<file path="src/rtl/hcb_pkg.sv">
// Constants for the host controller boot sequencer and mux signalling block
package hcb_pkg;
    // ========================================
    // Timing
    localparam int CLK_MHZ = 200;
    localparam int RAIL_SETTLE_US = 100;
    localparam int RAIL_SETTLE_CYC = RAIL_SETTLE_US * CLK_MHZ;
    localparam int CNT_W = 16;
    // ========================================
    // Target address of the secondary I2C target port
    localparam logic [6:0] TARGET_ADDR = 7'h38;
    // ========================================
    // Status byte field positions
    localparam int ST_ATTACH = 0;
    localparam int ST_FLIP = 1;
    localparam int ST_USB3 = 2;
    localparam int ST_DP = 3;
    localparam int ST_HSL = 4;
    localparam int ST_BOOTED = 5;
    // ========================================
    // Sequencer states
    typedef enum logic [2:0] {
        HCB_ST_CFG_LOAD = 3'b000,
        HCB_ST_WAIT_RAIL = 3'b001,
        HCB_ST_SETTLE = 3'b010,
        HCB_ST_WAIT_HOST = 3'b011,
        HCB_ST_RUN = 3'b100
    } hcb_state_e;
endpackage

</file>
<file path="src/rtl/hcb_boot_seq.sv">
// Controller reset sequencer, mux event outputs and status port
`timescale 1ns/100ps
// ========================================
module hcb_boot_seq (
    input wire logic clk_in,
    input wire logic rstn_in,
    input wire logic ce_in,
    input wire logic cfg_done_in,
    input wire logic controller_3v3_rail_in,
    input wire logic host_gate_en_in,
    input wire logic host_boot_ok_in,
    input wire logic attach_in,
    input wire logic orient_in,
    input wire logic usb3_evt_in,
    input wire logic dp_evt_in,
    input wire logic hsl_evt_in,
    input wire logic gpio_mux_mode_in,
    input wire logic irq_clear_in,
    input wire logic scl_in,
    input wire logic sda_in,
    output logic host_ctrl_reset_line_n_out,
    output logic flash_grant_out,
    output logic sideband_pair_select_a_out,
    output logic sideband_pair_select_b_out,
    output logic dp_aux_path_enable_out,
    output logic low_speed_path_enable_out,
    output logic ss_flip_out,
    output logic usb3_lane_control_out,
    output logic dp_lane_control_out,
    output logic host_irq_n_out,
    output logic sda_oe_out
);
    import hcb_pkg::*;
    hcb_state_e state_reg, state_next;
    logic [CNT_W-1:0] cnt_reg;
    logic [1:0] rail_sync_reg;
    logic rstn_line_reg, grant_reg, irq_n_reg, attach_d_reg;
    logic sa_reg, sb_reg, aux_en_reg, ls_en_reg, flip_reg, usb3_lane_reg, dp_lane_reg;
    logic read_done;
    logic [7:0] status_byte;
    wire rail_ok = rail_sync_reg[1];
    wire settle_done = (cnt_reg == CNT_W'(RAIL_SETTLE_CYC - 1));
    wire host_ok = !host_gate_en_in || host_boot_ok_in;
    wire attach_chg = attach_in ^ attach_d_reg;
    wire release_now = (state_next == HCB_ST_RUN);

    // ========================================
    // Sequencer
    always_comb begin
        state_next = state_reg;
        case (state_reg)
            HCB_ST_CFG_LOAD: if (cfg_done_in) state_next = HCB_ST_WAIT_RAIL;
            HCB_ST_WAIT_RAIL: if (rail_ok) state_next = HCB_ST_SETTLE;
            HCB_ST_SETTLE: begin
                if (!rail_ok) state_next = HCB_ST_WAIT_RAIL;
                else if (settle_done) state_next = HCB_ST_WAIT_HOST;
            end
            HCB_ST_WAIT_HOST: begin
                if (!rail_ok) state_next = HCB_ST_WAIT_RAIL;
                else if (host_ok) state_next = HCB_ST_RUN;
            end
            HCB_ST_RUN: if (!rail_ok) state_next = HCB_ST_WAIT_RAIL;
            default: state_next = HCB_ST_CFG_LOAD;
        endcase
    end

    always_ff @(posedge clk_in) begin
        if (!rstn_in) begin
            state_reg <= HCB_ST_CFG_LOAD;
            cnt_reg <= '0;
            rail_sync_reg <= 2'b00;
            rstn_line_reg <= 1'b0;
            grant_reg <= 1'b0;
        end else if (ce_in) begin
            rail_sync_reg <= {rail_sync_reg[0], controller_3v3_rail_in};
            state_reg <= state_next;
            cnt_reg <= (state_reg == HCB_ST_SETTLE && state_next == HCB_ST_SETTLE) ?
                cnt_reg + CNT_W'(1) : '0;
            // Dedicated reset line, released only in RUN
            rstn_line_reg <= release_now;
            // Flash handed over only after configuration load
            if (state_reg != HCB_ST_CFG_LOAD) grant_reg <= 1'b1;
        end
    end

    // ========================================
    // Mux event outputs
    always_ff @(posedge clk_in) begin
        if (!rstn_in) begin
            sa_reg <= 1'b0;
            sb_reg <= 1'b0;
            aux_en_reg <= 1'b0;
            ls_en_reg <= 1'b0;
            flip_reg <= 1'b0;
            usb3_lane_reg <= 1'b0;
            dp_lane_reg <= 1'b0;
        end else if (ce_in) begin
            sa_reg <= orient_in;
            sb_reg <= orient_in;
            aux_en_reg <= dp_evt_in;
            ls_en_reg <= hsl_evt_in;
            flip_reg <= gpio_mux_mode_in & orient_in;
            usb3_lane_reg <= gpio_mux_mode_in & usb3_evt_in;
            dp_lane_reg <= gpio_mux_mode_in & dp_evt_in;
        end
    end

    // ========================================
    // Interrupt to controller; set beats clear
    always_ff @(posedge clk_in) begin
        if (!rstn_in) begin
            irq_n_reg <= 1'b1;
            attach_d_reg <= 1'b0;
        end else if (ce_in) begin
            attach_d_reg <= attach_in;
            if (attach_chg) irq_n_reg <= 1'b0;
            else if (irq_clear_in || read_done) irq_n_reg <= 1'b1;
        end
    end

    assign status_byte = {2'b00, state_reg == HCB_ST_RUN, attach_in & hsl_evt_in,
        attach_in & dp_evt_in, attach_in & usb3_evt_in, attach_in & orient_in,
        attach_in};

    hcb_i2c_target u_target (
        .clk_in(clk_in),
        .rstn_in(rstn_in),
        .ce_in(ce_in),
        .scl_in(scl_in),
        .sda_in(sda_in),
        .status_in(status_byte),
        .sda_oe_out(sda_oe_out),
        .read_done_out(read_done)
    );

    assign host_ctrl_reset_line_n_out = rstn_line_reg;
    assign flash_grant_out = grant_reg;
    assign sideband_pair_select_a_out = sa_reg;
    assign sideband_pair_select_b_out = sb_reg;
    assign dp_aux_path_enable_out = aux_en_reg;
    assign low_speed_path_enable_out = ls_en_reg;
    assign ss_flip_out = flip_reg;
    assign usb3_lane_control_out = usb3_lane_reg;
    assign dp_lane_control_out = dp_lane_reg;
    assign host_irq_n_out = irq_n_reg;

    // ========================================
    // Assertions
    logic [15:0] chk_rail_cnt;
    always_ff @(posedge clk_in) begin
        if (!rstn_in || !rail_ok) chk_rail_cnt <= '0;
        else if (ce_in && chk_rail_cnt != 16'hffff) chk_rail_cnt <= chk_rail_cnt + 16'h1;
    end
    property p_hold_cfg;
        @(posedge clk_in) disable iff (!rstn_in)
        (state_reg == HCB_ST_CFG_LOAD) |-> !host_ctrl_reset_line_n_out;
    endproperty
    a_hold_cfg: assert property (p_hold_cfg) else $error("reset released during load");
    property p_settle;
        @(posedge clk_in) disable iff (!rstn_in)
        $rose(host_ctrl_reset_line_n_out) |-> chk_rail_cnt >= 16'(RAIL_SETTLE_CYC);
    endproperty
    a_settle: assert property (p_settle) else $error("reset released too early");
    property p_grant;
        @(posedge clk_in) disable iff (!rstn_in)
        flash_grant_out |-> state_reg != HCB_ST_CFG_LOAD;
    endproperty
    a_grant: assert property (p_grant) else $error("flash granted before load");
    property p_host;
        @(posedge clk_in) disable iff (!rstn_in)
        $rose(host_ctrl_reset_line_n_out) |-> $past(host_ok);
    endproperty
    a_host: assert property (p_host) else $error("released before host boot");
    property p_sb;
        @(posedge clk_in) disable iff (!rstn_in)
        ce_in |=> sideband_pair_select_a_out == $past(orient_in)
            && dp_aux_path_enable_out == $past(dp_evt_in);
    endproperty
    a_sb: assert property (p_sb) else $error("sideband mux mismatch");
    property p_ss;
        @(posedge clk_in) disable iff (!rstn_in)
        (ce_in && !gpio_mux_mode_in) |=> !usb3_lane_control_out && !dp_lane_control_out;
    endproperty
    a_ss: assert property (p_ss) else $error("lane mux driven outside gpio mode");
    property p_irq;
        @(posedge clk_in) disable iff (!rstn_in)
        (ce_in && attach_chg) |=> !host_irq_n_out;
    endproperty
    a_irq: assert property (p_irq) else $error("missing connection interrupt");
    property p_rail_drop;
        @(posedge clk_in) disable iff (!rstn_in)
        (ce_in && !rail_ok) |=> !host_ctrl_reset_line_n_out;
    endproperty
    a_rail_drop: assert property (p_rail_drop) else $error("reset out with rail low");
    property p_sb_pair;
        @(posedge clk_in) disable iff (!rstn_in)
        ce_in |=> sideband_pair_select_b_out == $past(orient_in)
            && low_speed_path_enable_out == $past(hsl_evt_in);
    endproperty
    a_sb_pair: assert property (p_sb_pair) else $error("sideband b mismatch");
    property p_ss_on;
        @(posedge clk_in) disable iff (!rstn_in)
        (ce_in && gpio_mux_mode_in) |=> ss_flip_out == $past(orient_in)
            && usb3_lane_control_out == $past(usb3_evt_in)
            && dp_lane_control_out == $past(dp_evt_in);
    endproperty
    a_ss_on: assert property (p_ss_on) else $error("lane mux not following events");
    property p_read_clr;
        @(posedge clk_in) disable iff (!rstn_in)
        (ce_in && read_done && !attach_chg) |=> host_irq_n_out;
    endproperty
    a_read_clr: assert property (p_read_clr) else $error("status read left irq set");
    c_release: cover property (@(posedge clk_in) $rose(host_ctrl_reset_line_n_out));
    c_irq: cover property (@(posedge clk_in) $fell(host_irq_n_out));
    c_read: cover property (@(posedge clk_in) read_done);
    c_gate_wait: cover property (@(posedge clk_in) state_reg == HCB_ST_WAIT_HOST && host_gate_en_in);
endmodule // hcb_boot_seq

</file>
<file path="src/rtl/hcb_i2c_target.sv">
// I2C target that answers one 7-bit address and returns a status byte
`timescale 1ns/100ps
module hcb_i2c_target (
    input wire logic clk_in,
    input wire logic rstn_in,
    input wire logic ce_in,
    input wire logic scl_in,
    input wire logic sda_in,
    input wire logic [7:0] status_in,
    output logic sda_oe_out,
    output logic read_done_out
);
    import hcb_pkg::*;
    logic [2:0] scl_sync_reg, sda_sync_reg;
    logic [3:0] bit_reg;
    logic [7:0] shift_reg, tx_reg;
    logic active_reg, ack_reg, rd_reg, send_reg, addr_ok_reg, oe_reg, done_reg;
    wire scl_s = scl_sync_reg[1];
    wire sda_s = sda_sync_reg[1];
    wire scl_rise = scl_s & ~scl_sync_reg[2];
    wire scl_fall = ~scl_s & scl_sync_reg[2];
    wire start_c = scl_s & sda_sync_reg[2] & ~sda_s;
    wire stop_c = scl_s & ~sda_sync_reg[2] & sda_s;
    wire addr_hit = (shift_reg[7:1] == TARGET_ADDR);
    always_ff @(posedge clk_in) begin
        if (!rstn_in) begin
            scl_sync_reg <= 3'h7;
            sda_sync_reg <= 3'h7;
            bit_reg <= 4'h0;
            shift_reg <= 8'h00;
            tx_reg <= 8'h00;
            active_reg <= 1'b0;
            ack_reg <= 1'b0;
            rd_reg <= 1'b0;
            send_reg <= 1'b0;
            addr_ok_reg <= 1'b0;
            oe_reg <= 1'b0;
            done_reg <= 1'b0;
        end else if (ce_in) begin
            scl_sync_reg <= {scl_sync_reg[1:0], scl_in};
            sda_sync_reg <= {sda_sync_reg[1:0], sda_in};
            done_reg <= 1'b0;
            if (start_c) begin
                active_reg <= 1'b1;
                addr_ok_reg <= 1'b0;
                send_reg <= 1'b0;
                bit_reg <= 4'h0;
                oe_reg <= 1'b0;
            end else if (stop_c) begin
                active_reg <= 1'b0;
                oe_reg <= 1'b0;
            end else if (active_reg && scl_rise && !ack_reg && !send_reg) begin
                shift_reg <= {shift_reg[6:0], sda_s};
                bit_reg <= bit_reg + 4'h1;
            end else if (active_reg && scl_rise && send_reg && bit_reg == 4'h8) begin
                // SDA high on the clock rise of the eighth data bit ends the read
                if (sda_s) begin
                    send_reg <= 1'b0;
                    active_reg <= 1'b0;
                    done_reg <= 1'b1;
                end
                bit_reg <= 4'h0;
            end else if (active_reg && scl_fall) begin
                if (!send_reg && !ack_reg && bit_reg == 4'h8) begin
                    // Only the first byte is an address; acknowledge a match
                    if (!addr_ok_reg && addr_hit) begin
                        ack_reg <= 1'b1;
                        oe_reg <= 1'b1;
                        addr_ok_reg <= 1'b1;
                        rd_reg <= shift_reg[0];
                    end else if (!addr_ok_reg) begin
                        active_reg <= 1'b0;
                    end else begin
                        ack_reg <= 1'b1;
                        oe_reg <= 1'b1;
                    end
                    bit_reg <= 4'h0;
                end else if (ack_reg) begin
                    ack_reg <= 1'b0;
                    oe_reg <= 1'b0;
                    if (rd_reg) begin
                        send_reg <= 1'b1;
                        tx_reg <= {status_in[6:0], 1'b0};
                        oe_reg <= ~status_in[7];
                        bit_reg <= 4'h1;
                    end
                end else if (send_reg && bit_reg != 4'h8) begin
                    oe_reg <= ~tx_reg[7];
                    tx_reg <= {tx_reg[6:0], 1'b0};
                    bit_reg <= bit_reg + 4'h1;
                end else if (send_reg) begin
                    oe_reg <= 1'b0;
                end
            end
        end
    end
    // Address byte is the shifted value seen before the ack slot
    assign sda_oe_out = oe_reg;
    assign read_done_out = done_reg;
endmodule // hcb_i2c_target

</file>
<file path="config.mk">
export PLATFORM = sky130hd
export DESIGN_NAME = hcb_boot_seq
export DESIGN_NICKNAME = d
export VERILOG_FILES = /design/src/rtl/hcb_pkg.sv /design/src/rtl/hcb_boot_seq.sv /design/src/rtl/hcb_i2c_target.sv
export SDC_FILE = /design/constraint.sdc
export NUM_CORES = 1
export LEC_CHECK = 0
export ABC_CLOCK_PERIOD_IN_PS = 2600
export BUFFER_PORTS_ARGS = -buffer_cell sky130_fd_sc_hd__clkbuf_2
export CORE_MARGIN = 8
export CORE_UTILIZATION = 25
export DETAILED_ROUTE_END_ITERATION = 10
export HOLD_SLACK_MARGIN = 0.03
export PLACE_DENSITY = 0.38
export SETUP_SLACK_MARGIN = 0.15
export SLEW_MARGIN = 15
export SYNTH_ARGS = -nofsm -noshare
export SYNTH_HDL_FRONTEND = slang
export SYNTH_SLANG_ARGS = --single-unit
</file>
<file path="constraint.sdc">
create_clock -name clk_in -period 2.6 [get_ports clk_in]
set_input_delay 0.26 -clock clk_in [delete_from_list [all_inputs] [get_ports clk_in]]
set_output_delay 0.26 -clock clk_in [all_outputs]
set_load 0.03 [all_outputs]
</file>
==> out/summary.txt, run 1 <==
initial core utilization - 0.255
slowest stage cell, crit path - o21ai_2
number of post-CTS setup repair buffers - 0
max FFs per register - 16
DRC - 0
GR Layer Usage met2 - 0.142
overall routing resource usage - 0.0972
status - complete, no violations
Max Transition Viols Final - 0
detailed placement HPWL - 5.19 mm
clock buffer count from CTS - 9
crit path max fanout - 11
die height - 127 um
I/O pins - 27
syn avg cell area - 8.27 sq um
die area - 0.0160 sq mm
Crit. End Element - register
most frequent cells in the layout - dfxtp_1, nor2_1, nand2_1
RSZ-0062 raised after global routing - false
Longest Clk Path Bufs - 2
first-pass GRT wire length - 12.6 mm
Most Crowded Layer GR - met2
GR Util met3 - 0.0239
antenna violations before repair - 0
Post-Synthesis Cells - 369
# diodes - 0
Slew @ Worst Pin - 0.747 ns
Final Power - 2.26 mW
remaining antenna violation count - 0
crit share post-route - 0.801
grt ovf - 0
Leakage - 1.33 nW
later-pin clock latency in the skew report - 0.32 ns
CTS root buf - clkbuf_16
# resized after CTS - 0
critical-path cell list - ha_1, nand4_1, nor4_4, nor3_1, o21ai_2, nor2_1
Finished Core Util - 0.299
Post-synth EDFFs - 0
worst endpoint required time - 2.79 ns
layout filler cell count - 1251
max incr delay on CP - 0.43 ns
Buf/Inv on CP - 0
Final Critical Period - 2.08 ns
H-Tree Depth - 3
Post-CTS Hold Buffers - 0
final net count - 406
# Max-Cap Violations - 0
vias - 2599
vias in the first global route - 2490
Max Freq - 0.480 GHz
commonest non-fill, non-tap cell in the layout - dfxtp_1
Hold Vio Cnt, Final - 0
Initial DRC Count - 86
CTS clk-pin slew, worst paths - 0.05 ns
Core Footprint - 0.0120 sq mm
Synth cell types - 56
Rows - 40
routability cong. - 0.740
worst min path class - input port to register
die width - 127 um
register bit count reported by yosys - 63
area of the mapped netlist - 0.00305 sq mm
Post-synth top flop - dfxtp_1
vias per std cell - 4.82
DRT Pass-1 Iters - 5
Synth Net Count - 388
port bufs - 26
largest net degree at the start of global routing - 26
area delta synth->final - 17.3%
crit path kind - register to register
WL/cell - 14.1 um
Final setup viols - 0
Startpoint Class - register
area of the multi-input gates - 0.00165 sq mm
Reg area - 0.00126 sq mm
fraction of layout cells with a size suffix above 1 - 0.133
worst clock skew - 0.00669 ns
Worst EP arrival - 2.28 ns
IR Drop Worst-Case VDD - 313 uV
clock sink count - 63
Seq/Total Area, Yosys - 0.413
CTS tree - built
Ys Warns - 0
final setup TNS - 0 ns
ys async rst share - 0
Top Family by Delay on Critical Path - simple AND/OR/NAND/NOR gates
grt met1 use - 0.131
Post-Route WL - 7.61 mm
Max transition margin - 0.498
PwrDens - 631 mW/mm^2
per-layer routing:
| layer | vias to the layer above | share of wire |
|---|---|---|
| met1 | 1191 | 0.52 |
| met5 | - | 0 |
| met4 | 0 | 0.021 |
| li1 | 1343 | - |
| met2 | 53 | 0.42 |
| met3 | 12 | 0.036 |
cell usage after synthesis, types with 5 or more instances:
library cell | n | area share
mux2i_1 | 21 | 0.069
o21ai_0 | 7 | 0.011
clkbuf_1 | 17 | 0.021
xor2_1 | 5 | 0.014
nand2b_1 | 7 | 0.014
nor3_1 | 8 | 0.013
buf_2 | 5 | 0.0082
a21oi_1 | 26 | 0.043
inv_1 | 8 | 0.0098
nor4_1 | 5 | 0.010
nand4_1 | 7 | 0.014
nor2_1 | 50 | 0.061
dfxtp_1 | 63 | 0.41
nand3_1 | 16 | 0.026
xnor2_1 | 9 | 0.026
nand2_1 | 39 | 0.048
stage by stage:
stage	instances	hold WS, ns	worst slack [ns]	instance area (sq um)
3_3_place_gp	523	0.452	0.543	3300
2_1_floorplan	369	0.388	0.687	3050
4_1_cts	539	0.141	0.487	3580
5_1_grt	539	0.166	0.338	3580
6_report	539	0.151	0.516	3580
3_5_place_dp	523	0.456	0.490	3300
cell type report:
cell class                      count  share of cell area
Tap cell                          147              0.0513
Sequential cell                    63               0.352
Clock inverter                      3             0.00489
Clock buffer                       13              0.0727
Inverter                            9             0.00943
Multi-Input combinational cell    272               0.461
Timing Repair Buffer               32              0.0489
worst min-delay path: cells and delay by family:
family                 cells  cell delay, ns
buffers and inverters      1            0.07
muxes                      1            0.05
and+or+nand+nor            1            0.06
final timing paths:
path	depth (start not counted)	startpoint	slack, ns	end
min reg2reg	2	u_target.read_done_out	0.46	u_target.read_done_out
min	3	scl_in	0.15	u_target.scl_sync_reg[0]
max reg2reg	6	cnt_reg[0]	0.52	cnt_reg[9]
max	6	cnt_reg[0]	0.52	cnt_reg[9]
report_power, final:
part           total [mW]  switching [mW]  internal [mW]
registers           0.999          0.0170          0.982
clock network        1.13           0.434          0.695
logic               0.132          0.0856         0.0459
cells by family (layout without fill, tap and decap cells):
group	after synthesis	count (layout)	share of synthesized area
and+or+nand+nor	164	164	0.269
DFF	63	63	0.413
buffers and inverters	34	57	0.0463
adders and majority gates	3	3	0.0123
AOI/OAI and AO/OA	70	70	0.150
muxes	21	21	0.0689
xor gates and xnor gates	14	14	0.0402
Note: power is estimated with default switching activity, not from simulation.
==> run 2: changes to the inputs <==
--- a/config.mk
+++ b/config.mk
@@ -5,7 +5,7 @@
 export SDC_FILE = /design/constraint.sdc
 export NUM_CORES = 1
 export LEC_CHECK = 0
-export ABC_CLOCK_PERIOD_IN_PS = 2600
+export ABC_CLOCK_PERIOD_IN_PS = 2100
 export BUFFER_PORTS_ARGS = -buffer_cell sky130_fd_sc_hd__clkbuf_2
 export CORE_MARGIN = 8
 export CORE_UTILIZATION = 25
==> constraint.sdc (replaced) <==
create_clock -name clk_in -period 2.1 [get_ports clk_in]
set_input_delay 0.21 -clock clk_in [delete_from_list [all_inputs] [get_ports clk_in]]
set_output_delay 0.21 -clock clk_in [all_outputs]
set_load 0.03 [all_outputs]
==> run 2 against run 1 <==
Compared with the run above: register-to-register slack worse by 0.32 ns; fmax grew 9.3%; clock power up 24%; global-route usage rose by 0.41 points; clock skew rose by 0.0018 ns; via count is 3.3% higher; sequential power increased by 24%; critical path type unchanged; largest cell class unchanged.
==> out/summary.txt, run 2 (synthesis gave the netlist of run 1 again) <==
status - complete, no violations
Core Footprint - 0.0120 sq mm
setup slack, reg-to-reg - 0.19 ns
vias - 2686
IR Drop Worst-Case VDD - 343 uV
Sequential Power Share - 0.439
DRT Pass-1 Iters - 5
cell count after placement - 536
Switch Pwr - 0.677 mW
clock power share - 0.498
initial core utilization - 0.255
worst min path class - input port to register
Max Transition Viols Final - 0
overall routing resource usage - 0.101
Post-Route WL - 7.90 mm
vias per std cell - 4.84
Slew @ Worst Pin - 0.548 ns
CTS clk-pin slew, worst paths - 0.06 ns
RSZ-0062 raised after global routing - true
later-pin clock latency in the skew report - 0.33 ns
worst clock skew - 0.00847 ns
# diodes - 0
Crit. End Element - register
Max transition margin - 0.632
DRC - 0
crit path kind - register to register
Leakage - 1.42 nW
crit share post-route - 0.907
H-Tree Depth - 3
clock sink count - 63
area delta synth->final - 23.0%
routability cong. - 0.782
Max Freq - 0.525 GHz
antenna violations before repair - 0
die width - 127 um
CTS tree - built
Internal - 2.14 mW
Post-Layout Cell Count - 555
die height - 127 um
Final Critical Period - 1.91 ns
largest net degree at the start of global routing - 24
# Max-Cap Violations - 0
Worst EP arrival - 2.13 ns
clock buffer count from CTS - 9
Startpoint Class - register
remaining antenna violation count - 0
Longest Clk Path Bufs - 2
Hold Path Origin - scl_in
Rows - 40
crit path max fanout - 4
PwrDens - 749 mW/mm^2
fraction of layout cells with a size suffix above 1 - 0.201
detailed placement HPWL - 5.53 mm
port bufs - 26
Switching Share - 0.241
Reg-to-Reg End - cnt_reg[2]
vias in the first global route - 2536
max FFs per register - 16
most frequent cells in the layout - dfxtp_1, nor2_1, nand2_1
final net count - 422
Initial DRC Count - 98
WL/cell - 14.2 um
Endpoint, Worst Hold - u_target.scl_sync_reg[0]
RR Startpoint - cnt_reg[12]
final setup TNS - 0 ns
Final setup viols - 0
first-pass GRT wire length - 13.1 mm
cells on worst reg2reg path - 7
Hold Vio Cnt, Final - 0
CTS root buf - clkbuf_16
die area - 0.0160 sq mm
worst endpoint required time - 2.33 ns
commonest non-fill, non-tap cell in the layout - dfxtp_1
Gate power share - 0.062
grt ovf - 0
worst hold stages - 3
I/O pins - 27
-- run 2: metal layers --
metal  routed length [um]  vias to the layer above  GRT usage
met5                    0                        -          0
met2                 3370                       37      0.144
met4                  164                        0     0.0573
met1                 4120                     1267      0.137
met3                  245                       11     0.0222
li1                     -                     1371          -
-- run 2: final cells by class --
class	instances	area, sq um
Clock buffer	11	253
Inverter	9	33.8
Timing Repair Buffer	48	299
Clock inverter	5	32.5
Fill cell	1285	8210
Tap cell	147	184
Multi-Input combinational cell	272	1690
Sequential cell	63	1270
-- run 2: power groups by stage --
stage	combinational [mW]	clock (mW)	sequential [mW]
final	0.175	1.40	1.24
after global routing	0.195	1.50	1.24
after CTS	0.177	1.45	1.23
after detailed placement	0.176	0	1.26
after global placement	0.176	0	1.26
after floorplan	0.104	0	1.27
-- run 2: worst max-delay path by stage --
stage | cells after the start | end | startpoint
global placement | 6 | cnt_reg[15] | cnt_reg[5]
finish | 7 | cnt_reg[2] | cnt_reg[12]
floorplan | 8 | u_target.bit_reg[2] | u_target.bit_reg[0]
detailed placement | 7 | u_target.bit_reg[2] | u_target.bit_reg[0]
CTS | 6 | cnt_reg[9] | cnt_reg[6]
global route | 7 | u_target.bit_reg[2] | u_target.bit_reg[0]
-- run 2: metrics by stage --
stage	hold slack (ns)	instance area [sq um]	utilization	power, mW	worst slack (ns)
final	0.102	3760	0.314	2.81	0.194
after global routing	0.108	3760	0.314	2.93	0.116
after CTS	0.0899	3690	0.309	2.86	0.151
after detailed placement	0.434	3400	0.284	1.44	0.172
after global placement	0.426	3400	0.284	1.44	0.196
after floorplan	0.338	3050	-	1.37	0.187
-- run 2: timing repair --
action                     CTS  global route
hold buffers                 0             0
setup endpoints to repair    5            21
setup buffers                1             2
pin swaps                    0             6
resized for setup            0            16
-- run 2: worst max-delay path, stage by stage, from the launching register on --
cell and delay (ns):
dfxtp_2 0.33, or4b_4 0.55, nor4_4 0.25, buf_4 0.18, buf_4 0.10, o41ai_1 0.06
a22o_1 0.19, and2_1 0.14
